**config.mk**
```make
export PLATFORM = sky130hd
export DESIGN_NAME = mcu_reset_wake_sequencer
export DESIGN_NICKNAME = d
export VERILOG_FILES = /design/src/rwseq_pkg.sv /design/src/level_sync.sv /design/src/wait_counter.sv /design/src/mcu_reset_wake_sequencer.sv
export SDC_FILE = /design/constraint.sdc
export NUM_CORES = 1
export LEC_CHECK = 0
export ABC_AREA = 1
export BUFFER_PORTS_ARGS = -buffer_cell sky130_fd_sc_hd__buf_4
export CAP_MARGIN = 20
export CORE_MARGIN = 8
export CORE_UTILIZATION = 59
export DETAILED_ROUTE_END_ITERATION = 16
export PLACE_DENSITY_LB_ADDON = 0.12
export SLEW_MARGIN = 40
export SYNTH_ARGS = -nofsm -noshare
export SYNTH_HDL_FRONTEND = slang
export SYNTH_HIERARCHICAL = 1
export SYNTH_SLANG_ARGS = --single-unit
```
**constraint.sdc**
```tcl
create_clock -name ref_clk -period 2.84 [get_ports ref_clk]
set_input_delay 0.568 -clock ref_clk [delete_from_list [all_inputs] [get_ports ref_clk]]
set_output_delay 0.568 -clock ref_clk [all_outputs]
set_load 0.05 [all_outputs]
```
**src/rwseq_pkg.sv**
```systemverilog
// Package of the reset and wake-up sequencer: timing figures, cycle counts,
// configuration and event carriers, and the sequencer states.
// Assumes a single system clock at the rate given by clk_period_ns.
package rwseq_pkg;

   // ***************************************************************
   // Clock and timing figures
   // ***************************************************************
   localparam real clk_period_ns   = 10.0;
   localparam real pwrup_t0_us     = 140.0;
   localparam real pwrup_t1_ms     = 4.5;
   localparam real pwrup_t2_ms     = 18.0;
   localparam real pwrup_t3_ms     = 72.0;
   localparam real pwrup_t4_ms     = 288.0;

   // Least times round up to whole cycles
   localparam int unsigned pwrup_cyc0 = int'($ceil(pwrup_t0_us * 1000.0 / clk_period_ns));
   localparam int unsigned pwrup_cyc1 = int'($ceil(pwrup_t1_ms * 1000000.0 / clk_period_ns));
   localparam int unsigned pwrup_cyc2 = int'($ceil(pwrup_t2_ms * 1000000.0 / clk_period_ns));
   localparam int unsigned pwrup_cyc3 = int'($ceil(pwrup_t3_ms * 1000000.0 / clk_period_ns));
   localparam int unsigned pwrup_cyc4 = int'($ceil(pwrup_t4_ms * 1000000.0 / clk_period_ns));

   localparam int          cnt_w         = 25;
   localparam int unsigned wake_xtal_cyc = 512;
   localparam int unsigned wake_rc_cyc   = 16;
   localparam int unsigned ost_cyc       = 16;

   // ***************************************************************
   // Selector codes and vector
   // ***************************************************************
   localparam logic [2:0]  pwrup_sel0 = 3'h0;
   localparam logic [2:0]  pwrup_sel1 = 3'h1;
   localparam logic [2:0]  pwrup_sel2 = 3'h2;
   localparam logic [2:0]  pwrup_sel3 = 3'h3;
   localparam int          pc_w       = 12;
   localparam logic [11:0] isr_vector = 12'h008;

   // ***************************************************************
   // Carriers
   // ***************************************************************
   typedef struct packed {
      logic       external_low_crystal;
      logic [2:0] pwrup_sel;
      logic       high_osc_select;
   } cfg_t;

   typedef struct packed {
      logic timer_a_overflow;
      logic timer_b_underflow;
      logic watchdog;
      logic port_b_change;
      logic ext_irq;
   } wake_src_t;

   typedef struct packed {
      logic timeout_flag_n;
      logic powerdown_flag_n;
   } status_t;

   typedef enum logic [2:0] {
      st_reset_hold,
      st_pwrup_wait,
      st_ost_wait,
      st_run,
      st_standby,
      st_halt,
      st_wake_wait
   } seq_state_t;

endpackage : rwseq_pkg

```
**src/level_sync.sv**
```systemverilog
// Two-flop synchroniser for one level from outside the clock domain.
// Assumes a synchronous active-low reset and a clock enable that freezes it.
`timescale 1ns/1ps
module level_sync #(
   parameter logic rst_val = 1'b0
) (
   input  wire logic ref_clk,
   input  wire logic rst_n,
   input  wire logic clk_en,
   input  wire logic async_in,
   output logic      sync_out
);

   logic stage1;

   always_ff @(posedge ref_clk) begin
      if (!rst_n) begin
         stage1   <= rst_val;
         sync_out <= rst_val;
      end else if (clk_en) begin
         stage1   <= async_in;
         sync_out <= stage1;
      end
   end

endmodule : level_sync

```
**src/wait_counter.sv**
```systemverilog
// Loadable down counter that times the sequencer's wait periods.
// Assumes the loader puts in the period minus one; done is high at zero.
`timescale 1ns/1ps
module wait_counter
   import rwseq_pkg::*;
(
   input  wire logic             ref_clk,
   input  wire logic             rst_n,
   input  wire logic             clk_en,
   input  wire logic             load,
   input  wire logic [cnt_w-1:0] load_val,
   output logic                  done
);

   logic [cnt_w-1:0] count;

   always_ff @(posedge ref_clk) begin
      if (!rst_n) begin
         count <= '0;
      end else if (clk_en) begin
         if (load) begin
            count <= load_val;
         end else if (count != '0) begin
            count <= count - cnt_w'(1);
         end
      end
   end

   assign done = (count == '0);

endmodule : wait_counter

```
**src/mcu_reset_wake_sequencer.sv**
```systemverilog
// Reset, power-up and low-power wake-up sequencer of a small microcontroller.
// Assumes the CPU core, oscillators and wake sources share ref_clk; the reset
// pin and the supply detectors arrive asynchronously.
`timescale 1ns/1ps

// Behaviour
// RULE1 - Halt wake with crystal waits 512 cycles
// RULE2 - Halt wake with RC oscillator waits 16
// RULE3 - Standby wake resumes without stabilisation delay
// RULE4 - Interrupts enabled at entry: branch to 0x008
// RULE5 - Interrupts disabled at entry: continue next instruction
// RULE6 - Reset on power-on, low-voltage, pin, watchdog
// RULE7 - Reset loads defined values, keeps undefined ones
// RULE8 - Power-on, low-voltage, watchdog clear set both flags
// RULE9 - Pin reset outside halt keeps both flags
// RULE10 - Pin reset in halt: timeout 1, powerdown 0
// RULE11 - Watchdog reset outside halt: timeout 0, powerdown 1
// RULE12 - Watchdog reset in halt clears both flags
// RULE13 - Reset process starts after event release
// RULE14 - Selectable power-up wait 140us to 288ms
// RULE15 - Then 16 start-up cycles, then execute
// RULE16 - Standby wakes on five listed events
// RULE17 - Halt wakes on watchdog, port change, interrupt
// RULE18 - Resume normal if high select, else slow
// RULE19 - Sleep clears powerdown, sets timeout flag
// RULE20 - Wake counter holds fetch until count completes
// RULE21 - Event during waits restarts whole reset process
module mcu_reset_wake_sequencer #(
   parameter int unsigned pwrup_cyc_0 = rwseq_pkg::pwrup_cyc0,
   parameter int unsigned pwrup_cyc_1 = rwseq_pkg::pwrup_cyc1,
   parameter int unsigned pwrup_cyc_2 = rwseq_pkg::pwrup_cyc2,
   parameter int unsigned pwrup_cyc_3 = rwseq_pkg::pwrup_cyc3,
   parameter int unsigned pwrup_cyc_4 = rwseq_pkg::pwrup_cyc4
) (
   input  wire logic                ref_clk,
   input  wire logic                rst_n,
   input  wire logic                clk_en,
   input  wire logic                por_event,
   input  wire logic                lvr_event,
   input  wire logic                external_reset_n,
   input  wire logic                wdt_timeout_reset,
   input  wire rwseq_pkg::cfg_t     cfg,
   input  wire logic                sleep_instr,
   input  wire logic                halt_request,
   input  wire logic                standby_request,
   input  wire logic                watchdog_clear_instr,
   input  wire logic                global_irq_enabled,
   input  wire rwseq_pkg::wake_src_t wake_src,
   output logic                     cpu_reset,
   output logic                     fetch_hold,
   output logic                     osc_halted,
   output logic                     resume_strobe,
   output logic                     branch_to_isr,
   output logic [rwseq_pkg::pc_w-1:0] resume_vector,
   output logic                     normal_mode,
   output rwseq_pkg::status_t       status
);
   import rwseq_pkg::*;

   // ***************************************************************
   // Input synchronisers
   // ***************************************************************
   logic por_s;
   logic lvr_s;
   logic ext_rst_n_s;

   level_sync #(.rst_val(1'b0)) u_por_sync (
      .ref_clk  (ref_clk),
      .rst_n    (rst_n),
      .clk_en   (clk_en),
      .async_in (por_event),
      .sync_out (por_s)
   );

   level_sync #(.rst_val(1'b0)) u_lvr_sync (
      .ref_clk  (ref_clk),
      .rst_n    (rst_n),
      .clk_en   (clk_en),
      .async_in (lvr_event),
      .sync_out (lvr_s)
   );

   level_sync #(.rst_val(1'b1)) u_pin_sync (
      .ref_clk  (ref_clk),
      .rst_n    (rst_n),
      .clk_en   (clk_en),
      .async_in (external_reset_n),
      .sync_out (ext_rst_n_s)
   );

   // ***************************************************************
   // Reset event detection
   // ***************************************************************
   logic       supply_prev;
   logic       pin_low_prev;
   logic       supply_evt;
   logic       supply_rise;
   logic       pin_rise;
   logic       any_reset_event;
   seq_state_t state;
   seq_state_t next_state;
   logic       in_halt;

   assign supply_evt      = por_s | lvr_s;
   assign supply_rise     = supply_evt & ~supply_prev;
   assign pin_rise        = ~ext_rst_n_s & ~pin_low_prev;
   // Wake-up wait still counts as halt for flag purposes
   assign in_halt         = (state == st_halt) || (state == st_wake_wait);
   assign any_reset_event = supply_evt | ~ext_rst_n_s | wdt_timeout_reset;   // see RULE6

   always_ff @(posedge ref_clk) begin
      if (!rst_n) begin
         supply_prev  <= 1'b0;
         pin_low_prev <= 1'b0;
      end else if (clk_en) begin
         supply_prev  <= supply_evt;
         pin_low_prev <= ~ext_rst_n_s;
      end
   end

   // ***************************************************************
   // Wait timer
   // ***************************************************************
   logic             cnt_load;
   logic [cnt_w-1:0] cnt_val;
   logic             cnt_done;
   logic [cnt_w-1:0] pwrup_len;
   logic [cnt_w-1:0] wake_len;

   // Periods are loaded minus one so a wait of N spends N cycles in its state
   always_comb begin
      case (cfg.pwrup_sel)                                                   // see RULE14
         pwrup_sel0: pwrup_len = cnt_w'(pwrup_cyc_0 - 1);
         pwrup_sel1: pwrup_len = cnt_w'(pwrup_cyc_1 - 1);
         pwrup_sel2: pwrup_len = cnt_w'(pwrup_cyc_2 - 1);
         pwrup_sel3: pwrup_len = cnt_w'(pwrup_cyc_3 - 1);
         default:    pwrup_len = cnt_w'(pwrup_cyc_4 - 1);
      endcase
   end

   assign wake_len = cfg.external_low_crystal ? cnt_w'(wake_xtal_cyc - 1)   // see RULE1
                                              : cnt_w'(wake_rc_cyc - 1);    // see RULE2

   wait_counter u_wait (
      .ref_clk  (ref_clk),
      .rst_n    (rst_n),
      .clk_en   (clk_en),
      .load     (cnt_load),
      .load_val (cnt_val),
      .done     (cnt_done)
   );

   // ***************************************************************
   // Sequencer
   // ***************************************************************
   logic halt_wake;
   logic standby_wake;
   logic enter_halt;

   assign halt_wake    = wake_src.watchdog | wake_src.port_b_change
                       | wake_src.ext_irq;                                   // see RULE17
   assign standby_wake = halt_wake | wake_src.timer_a_overflow
                       | wake_src.timer_b_underflow;                         // see RULE16
   assign enter_halt   = sleep_instr | halt_request;

   always_comb begin
      next_state = state;
      cnt_load   = 1'b0;
      cnt_val    = pwrup_len;
      if (any_reset_event) begin
         // Held here until every event is gone, restarting the sequence
         next_state = st_reset_hold;                                         // see RULE13
      end else begin
         case (state)
            st_reset_hold: begin
               next_state = st_pwrup_wait;                                   // see RULE21
               cnt_load   = 1'b1;
               cnt_val    = pwrup_len;
            end
            st_pwrup_wait: begin
               if (cnt_done) begin
                  next_state = st_ost_wait;                                  // see RULE15
                  cnt_load   = 1'b1;
                  cnt_val    = cnt_w'(ost_cyc - 1);
               end
            end
            st_ost_wait: begin
               if (cnt_done) begin
                  next_state = st_run;
               end
            end
            st_run: begin
               if (enter_halt) begin
                  next_state = st_halt;
               end else if (standby_request) begin
                  next_state = st_standby;
               end
            end
            st_standby: begin
               if (standby_wake) begin
                  next_state = st_run;                                       // see RULE3
               end
            end
            st_halt: begin
               if (halt_wake) begin
                  next_state = st_wake_wait;
                  cnt_load   = 1'b1;
                  cnt_val    = wake_len;
               end
            end
            st_wake_wait: begin
               if (cnt_done) begin
                  next_state = st_run;                                       // see RULE20
               end
            end
            default: begin
               next_state = st_reset_hold;
            end
         endcase
      end
   end

   always_ff @(posedge ref_clk) begin
      if (!rst_n) begin
         state <= st_reset_hold;
      end else if (clk_en) begin
         state <= next_state;
      end
   end

   // ***************************************************************
   // Core control outputs
   // ***************************************************************
   logic irq_at_entry;
   logic resuming;

   assign resuming = (next_state == st_run) && (state != st_run);

   always_ff @(posedge ref_clk) begin
      if (!rst_n) begin
         irq_at_entry <= 1'b0;
      end else if (clk_en && state == st_run && next_state != st_run) begin
         irq_at_entry <= global_irq_enabled;
      end
   end

   always_ff @(posedge ref_clk) begin
      if (!rst_n) begin
         cpu_reset  <= 1'b1;
         fetch_hold <= 1'b1;
         osc_halted <= 1'b0;
      end else if (clk_en) begin
         // Core registers reload their defined values while this is high
         cpu_reset  <= (next_state == st_reset_hold) || (next_state == st_pwrup_wait)
                       || (next_state == st_ost_wait);                        // see RULE7
         fetch_hold <= (next_state != st_run);                                // see RULE20
         osc_halted <= (next_state == st_halt);
      end
   end

   always_ff @(posedge ref_clk) begin
      if (!rst_n) begin
         resume_strobe <= 1'b0;
         branch_to_isr <= 1'b0;
         resume_vector <= '0;
      end else if (clk_en) begin
         resume_strobe <= resuming && (state != st_ost_wait);
         if (resuming && state != st_ost_wait) begin
            branch_to_isr <= irq_at_entry;                                    // see RULE4
            resume_vector <= irq_at_entry ? isr_vector : '0;                  // see RULE5
         end else begin
            branch_to_isr <= 1'b0;
            resume_vector <= '0;
         end
      end
   end

   always_ff @(posedge ref_clk) begin
      if (!rst_n) begin
         normal_mode <= 1'b0;
      end else if (clk_en && resuming) begin
         normal_mode <= cfg.high_osc_select;                                  // see RULE18
      end
   end

   // ***************************************************************
   // Timeout and power-down flags
   // ***************************************************************
   always_ff @(posedge ref_clk) begin
      if (!rst_n) begin
         status <= '{timeout_flag_n: 1'b1, powerdown_flag_n: 1'b1};
      end else if (clk_en) begin
         if (supply_rise) begin
            status <= '{timeout_flag_n: 1'b1, powerdown_flag_n: 1'b1};      // see RULE8
         end else if (wdt_timeout_reset && in_halt) begin
            status <= '{timeout_flag_n: 1'b0, powerdown_flag_n: 1'b0};      // see RULE12
         end else if (wdt_timeout_reset) begin
            status <= '{timeout_flag_n: 1'b0, powerdown_flag_n: 1'b1};      // see RULE11
         end else if (pin_rise && in_halt) begin
            status <= '{timeout_flag_n: 1'b1, powerdown_flag_n: 1'b0};      // see RULE10
         end else if (pin_rise) begin
            status <= status;                                                 // see RULE9
         end else if (state == st_run && watchdog_clear_instr) begin
            status <= '{timeout_flag_n: 1'b1, powerdown_flag_n: 1'b1};      // see RULE8
         end else if (state == st_run && enter_halt) begin
            status <= '{timeout_flag_n: 1'b1, powerdown_flag_n: 1'b0};      // see RULE19
         end
      end
   end

endmodule : mcu_reset_wake_sequencer

```
### Word level (Yosys, flattened, before mapping)

Cells that the tools add are included.

| cells by class | value |
|---|---|
| $add $sub $neg | 1 |
| equality and inequality tests | 17 |
| muxes and demuxes | 30 |
| bitwise logic cells | 13 |
| reductions and logical operators | 22 |

Operator list:

| cell | number |
|---|---|
| two-way mux 25 bit | 5 |
| case mux 25 bit (4 select lines) | 1 |
| case mux 25 bit (2 select lines) | 1 |
| logical NOT 25 bit | 1 |
| nonzero test 25 bit | 1 |
| subtractor 25 x 1 -> 25 bit (second input constant) | 1 |
| two-way mux 3 bit | 7 |
| == test 3 x 2 -> 1 bit (second input constant) | 6 |
| case mux 3 bit (6 select lines) | 1 |
| two-way mux 2 bit | 7 |
| == test 3 bit (second input constant) | 4 |
| == test 3 x 1 -> 1 bit (second input constant) | 3 |
| logical AND 1 bit | 9 |
| logical NOT 3 bit | 3 |
| two-way mux 9 bit | 1 |
| != test 3 x 2 -> 1 bit (second input constant) | 3 |
| two-way mux 4 bit | 2 |
| OR 1 bit | 8 |
| nonzero test 6 bit | 1 |
| != test 5 x 3 -> 1 bit (second input constant) | 1 |
| two-way mux 1 bit | 4 |
| logical OR 1 bit | 3 |
| inverter 1 bit | 3 |
| case mux 1 bit (3 select lines) | 1 |
| other kinds (5) | 6 |

| word-level totals | value |
|---|---|
| bits in registers | 57 |
| input port bits | 22 |
| output and inout port bits | 20 |
| word-level logic and storage cells | 103 |

### Logic depth before layout (Yosys ltp)

| depth | value |
|---|---|
| depth in word-level cells | 11 |
| mapped depth | 17 |
| depth with buffers taken out | 16 |

### Cells and area by module

Netlist, hierarchy kept.

By module, submodules not included:

| module | times used | cells an instance | area each (um^2) |
|---|---|---|---|
| wait_counter | 1 | 349 | 1999.4 |
| mcu_reset_wake_sequencer | 1 | 189 | 1102.3 |
| level_sync (u_lvr_sync ...) | 2 | 12 | 80.1 |
| level_sync (u_pin_sync) | 1 | 9 | 68.8 |

### Least setup slack after synthesis

Ideal clock, no wire load.

| timing | value |
|---|---|
| path kind | register -> register |
| start point | register u_wait.count[0] |
| end point | register u_wait.count[3] |
| library setup time | 141 ps |
| data arrival time | 2313 ps |
| required time | 2699 ps |
| slack | 386 ps |
| stages on the path, launching flop included | 17 |
| buffers on the path | 3 |
| clock period less this slack | 2454 ps |
| cell sequence | dfxtp_1 inv_1 ha_1 nand4_1 nor4_1 nand3_1 nand2_1 inv_1 a21oi_1 clkbuf_1 inv_1 buf_2 buf_2 o21ai_0 nand2_1 nand2_1 a21oi_2 |

| on the way | value |
|---|---|
| longest elaborated chain between the ends | 6 |
| elaborated cells between the ends (all ways) | 13 |

Ends and longest elaborated chain:

| what | RTL line | RTL |
|---|---|---|
| start, declared | wait_counter.sv:15 | `logic [cnt_w-1:0] count;` |
| start signal, assigned | wait_counter.sv:22 | `count <= load_val;` |
| start signal, assigned | wait_counter.sv:24 | `count <= count - cnt_w'(1);` |
| logical NOT 25 bit * | wait_counter.sv:29 | `assign done = (count == '0);` |
| via cnt_done | mcu_reset_wake_sequencer.sv:126 | `logic cnt_done;` |
| two-way mux 1 bit * | mcu_reset_wake_sequencer.sv:181 | `if (cnt_done) begin` |
| case mux 1 bit (3 select lines) * | mcu_reset_wake_sequencer.sv:174 | `case (state)` |
| two-way mux 1 bit * | mcu_reset_wake_sequencer.sv:170 | `if (any_reset_event) begin` |
| via cnt_load | mcu_reset_wake_sequencer.sv:124 | `logic cnt_load;` |
| nonzero test 2 bit (no source line) | - |  |
| AND reduction 2 bit (no source line) | - |  |

The timed path passes the listed nets; every way through them passes the cells marked *. The select of a mux whose other input is x is not followed.
A chain may end at the register's enable or synchronous reset.

### Final worst setup path

| timing | value |
|---|---|
| start point | register u_wait.count[21] |
| end point | register u_wait.count[13] |

The elaborated chain is that of the path after synthesis.

==> results.yml <==
clock_network:
  cts_inserted_buffers: 5
  clk_path_buf_depth: 2
  cts_root_buf: "clkbuf_8"
  clock_sinks: 45
  cts_tree: "done"
  post_cts_resized: 0
  clk_pin_slew_ps: 90
  cts_htree_levels: 2
  cts_setup_buffers: 0
  clkLatencyLatePin_ps: 310
  postCtsHoldBufs: 0
timing:
  skew_ps: 9.34
  rsz0062_at_grt: "false"
  hold_viol: 0
  layout_min_cycle_time_ps: 2580
  finalCritPeriodShare_pct: 90.8
  layout_setup_ws_ps: 262
  worstMarginPinSlew_ps: 699
  max_freq_mhz: 388
  setup_viol: 0
  hold_ws_ps: 466
  relSlewSlack_pct: 53.4
  fin_tns_setup_ps: 0
  final_max_slew_viol_count: 0
logic_synthesis:
  yosysUniqueCellTypes: 35
  mappedNetlistArea_um2: 3330
  synth-edff-count: 0
  async_reset_ff_share_pct: 0
  yosysWarnings: 6
  yosysTopAreaCell: "dfxtp_1"
  synth_area_per_cell_um2: 5.83
  synth.top_cells.by_area: "dfxtp_1, nand2_1, nor2_1, inv_1, nand3_1"
  synth_common_cells: "nand2_1, nor2_1, inv_1"
  synth_top_area_share_pct: 27.0
  post-synth-top-count-cell: "nand2_1"
  synth_ff_type: "dfxtp_1"
  ys_seq_area_share_pct: 27.0
  yosys_register_bits: 45
  synthCells: 571
final_layout:
  stdcell_count: 671
  seq_area_um2: 901
  largest_register_ffs: 25
  layout-drive-gt1-share_pct: 13.9
  syn2layout_area_growth_pct: 9.95
  reg_top3: "u_wait/count x25, state x3, status x2"
  fillers: 534
  largest-register: "u_wait/count"
  design_area_um2: 3660
  fin_nets: 622
  utilization_pct: 66.9
  diodes: 0
  multi_input_area_um2: 2010
worst_setup_path:
  crit_buf_inv: 5
  r2r_setup_slack_ps: 260
  worstReg2RegEnd: "u_wait/count[13]"
  cp_slowest_cell: "dfxtp_1"
  rr_worst_depth: 15
  max_stage_delay_ps: 370
  required_ps: 3090
  path_class: "flop to flop"
  cp_max_fo: 22
  crit_chain: "nor2_1 > nand3_1 > nor4_1 > buf_4 > nand3_1 > nand2_1 > inv_1 > a21oi_2 > inv_1 > nand3_2 > nand2_4 > buf_4 > o21ai_0 > inv_1 > nor2_1"
  cp-end-kind: "flop"
  r2r-start: "u_wait/count[21]"
  start_kind: "flop"
  crit_family: "simple AND/OR/NAND/NOR gates"
  critPathArrivalTime_ps: 2830
  startpoint: "u_wait/count[21]"
  cpMostUsedCell: "inv_1"
power_and_ir_drop:
  seqPwrFrac_pct: 33.7
  switchingPower_mw: 1.00
  clkPwrFrac_pct: 22.4
  p_comb_share_pct: 43.9
  p_leak_nw: 1.77
  finalPower_mw: 2.30
  sw_frac_of_total_pct: 43.5
  powerDensity_nw_per_um2: 629
  p_int_mw: 1.30
  ir_worst_vdd_mv: 0.369
placed_design:
  place.detailed.hpwl_um: 6590
  post-place-ws_ps: 323
  io_buffers: 30
  postPlaceCellArea_um2: 3540
  dp_cells: 663
  gp_congestion: 0.970
floorplanning:
  die_x_um: 91.1
  row_count: 27
  die_h_um: 91.1
  coreArea_um2: 5470
  io_pins: 42
  start_util_pct: 60.9
  die_area_um2: 8310
routing:
  finalWirelength_um: 8920
  via_per_inst: 5.33
  drc: 0
  firstDrtPassIters: 5
  antenna_left: 0
  wl_per_cell_um: 13.3
  initialDrtViolationCount: 386
  num_vias: 3576
min_path:
  hp-class: "flop to flop"
  whs_path_depth: 2
  hold_path_end: "u_pin_sync/stage1"
  min-delay-start: "u_pin_sync/stage1"
global_routing:
  grt_max_degree: 29
  grt_pass1_vias: 3219
  grt_overflow_total: 0
  track_usage_pct: 21.6
  grt_pass1_wl_um: 15100
  antenna_found_initial: 0
status:
  status: "complete, no violations"
job:
  cap_violations: 0
## cells in the final DEF, fill, tap and decap left out, drive strengths merged
cell      count
a211oi        2
a21oi        37
a31oi         1
buf          35
bufinv        1
clkbuf        6
clkinv        2
clkinvlp      1
conb         15
dfxtp        45
ha            2
inv          71
nand2       163
nand3        44
nand3b        2
nand4        11
nor2        112
nor3          4
nor4          1
o2111ai       1
o211ai        1
o21ai        37
o21bai        2
xor2          3
## cells by family (layout without fill, tap and decap cells)
group	count (synthesis)	count (layout)	share of synthesized area, %
buf+inv	101	116	14.2
other cells	2	15	0.225
fa+ha+maj	2	2	0.751
compound gates	81	81	14.0
simple gates	337	337	42.9
xor+xnor	3	3	0.789
flops	45	45	27.0
## power groups by stage
stage	sequential, mW	clock, mW	combinational (mW)
floorplan	0.787	0	0.767
global placement	0.787	0	0.962
detailed placement	0.787	0	0.982
CTS	0.773	0.526	0.990
global route	0.787	0.550	1.14
finish	0.776	0.516	1.01
## worst max path at each step
stage | endpoint | slack [ps] | cells after the start
6_report | u_wait/count[13] | 260 | 15
5_1_grt | u_wait/count[19] | 3 | 15
4_1_cts | u_wait/count[13] | 300 | 15
3_5_place_dp | u_wait/count[13] | 320 | 15
3_3_place_gp | u_wait/count[13] | 400 | 15
2_1_floorplan | u_wait/count[3] | 390 | 16
## worst reg2reg max path, cell delays in order, from the launching register on
cell	delay [ps]
dfxtp_1	370
nor2_1	230
nand3_1	190
nor4_1	310
buf_4	180
nand3_1	70
nand2_1	70
inv_1	70
a21oi_2	140
inv_1	80
nand3_2	110
nand2_4	140
buf_4	260
o21ai_0	180
inv_1	60
nor2_1	70
## layer usage
metal | GRT usage [%] | vias up | part of all wire [%]
met5 | 0 | - | 0
met4 | 7.23 | 0 | 1.3
met3 | 4.44 | 10 | 8.6
met2 | 34.2 | 155 | 46
met1 | 28.4 | 1586 | 44
li1 | - | 1825 | -
## cell type report
cell class                      instances  area share [%]
Clock buffer                            6            2.25
Clock inverter                          2            1.02
Inverter                               73            7.55
Multi-Input combinational cell        438            54.9
Sequential cell                        45            24.6
Tap cell                               72            2.46
Timing Repair Buffer                   35            7.17
(Power assumes the default switching activity.)
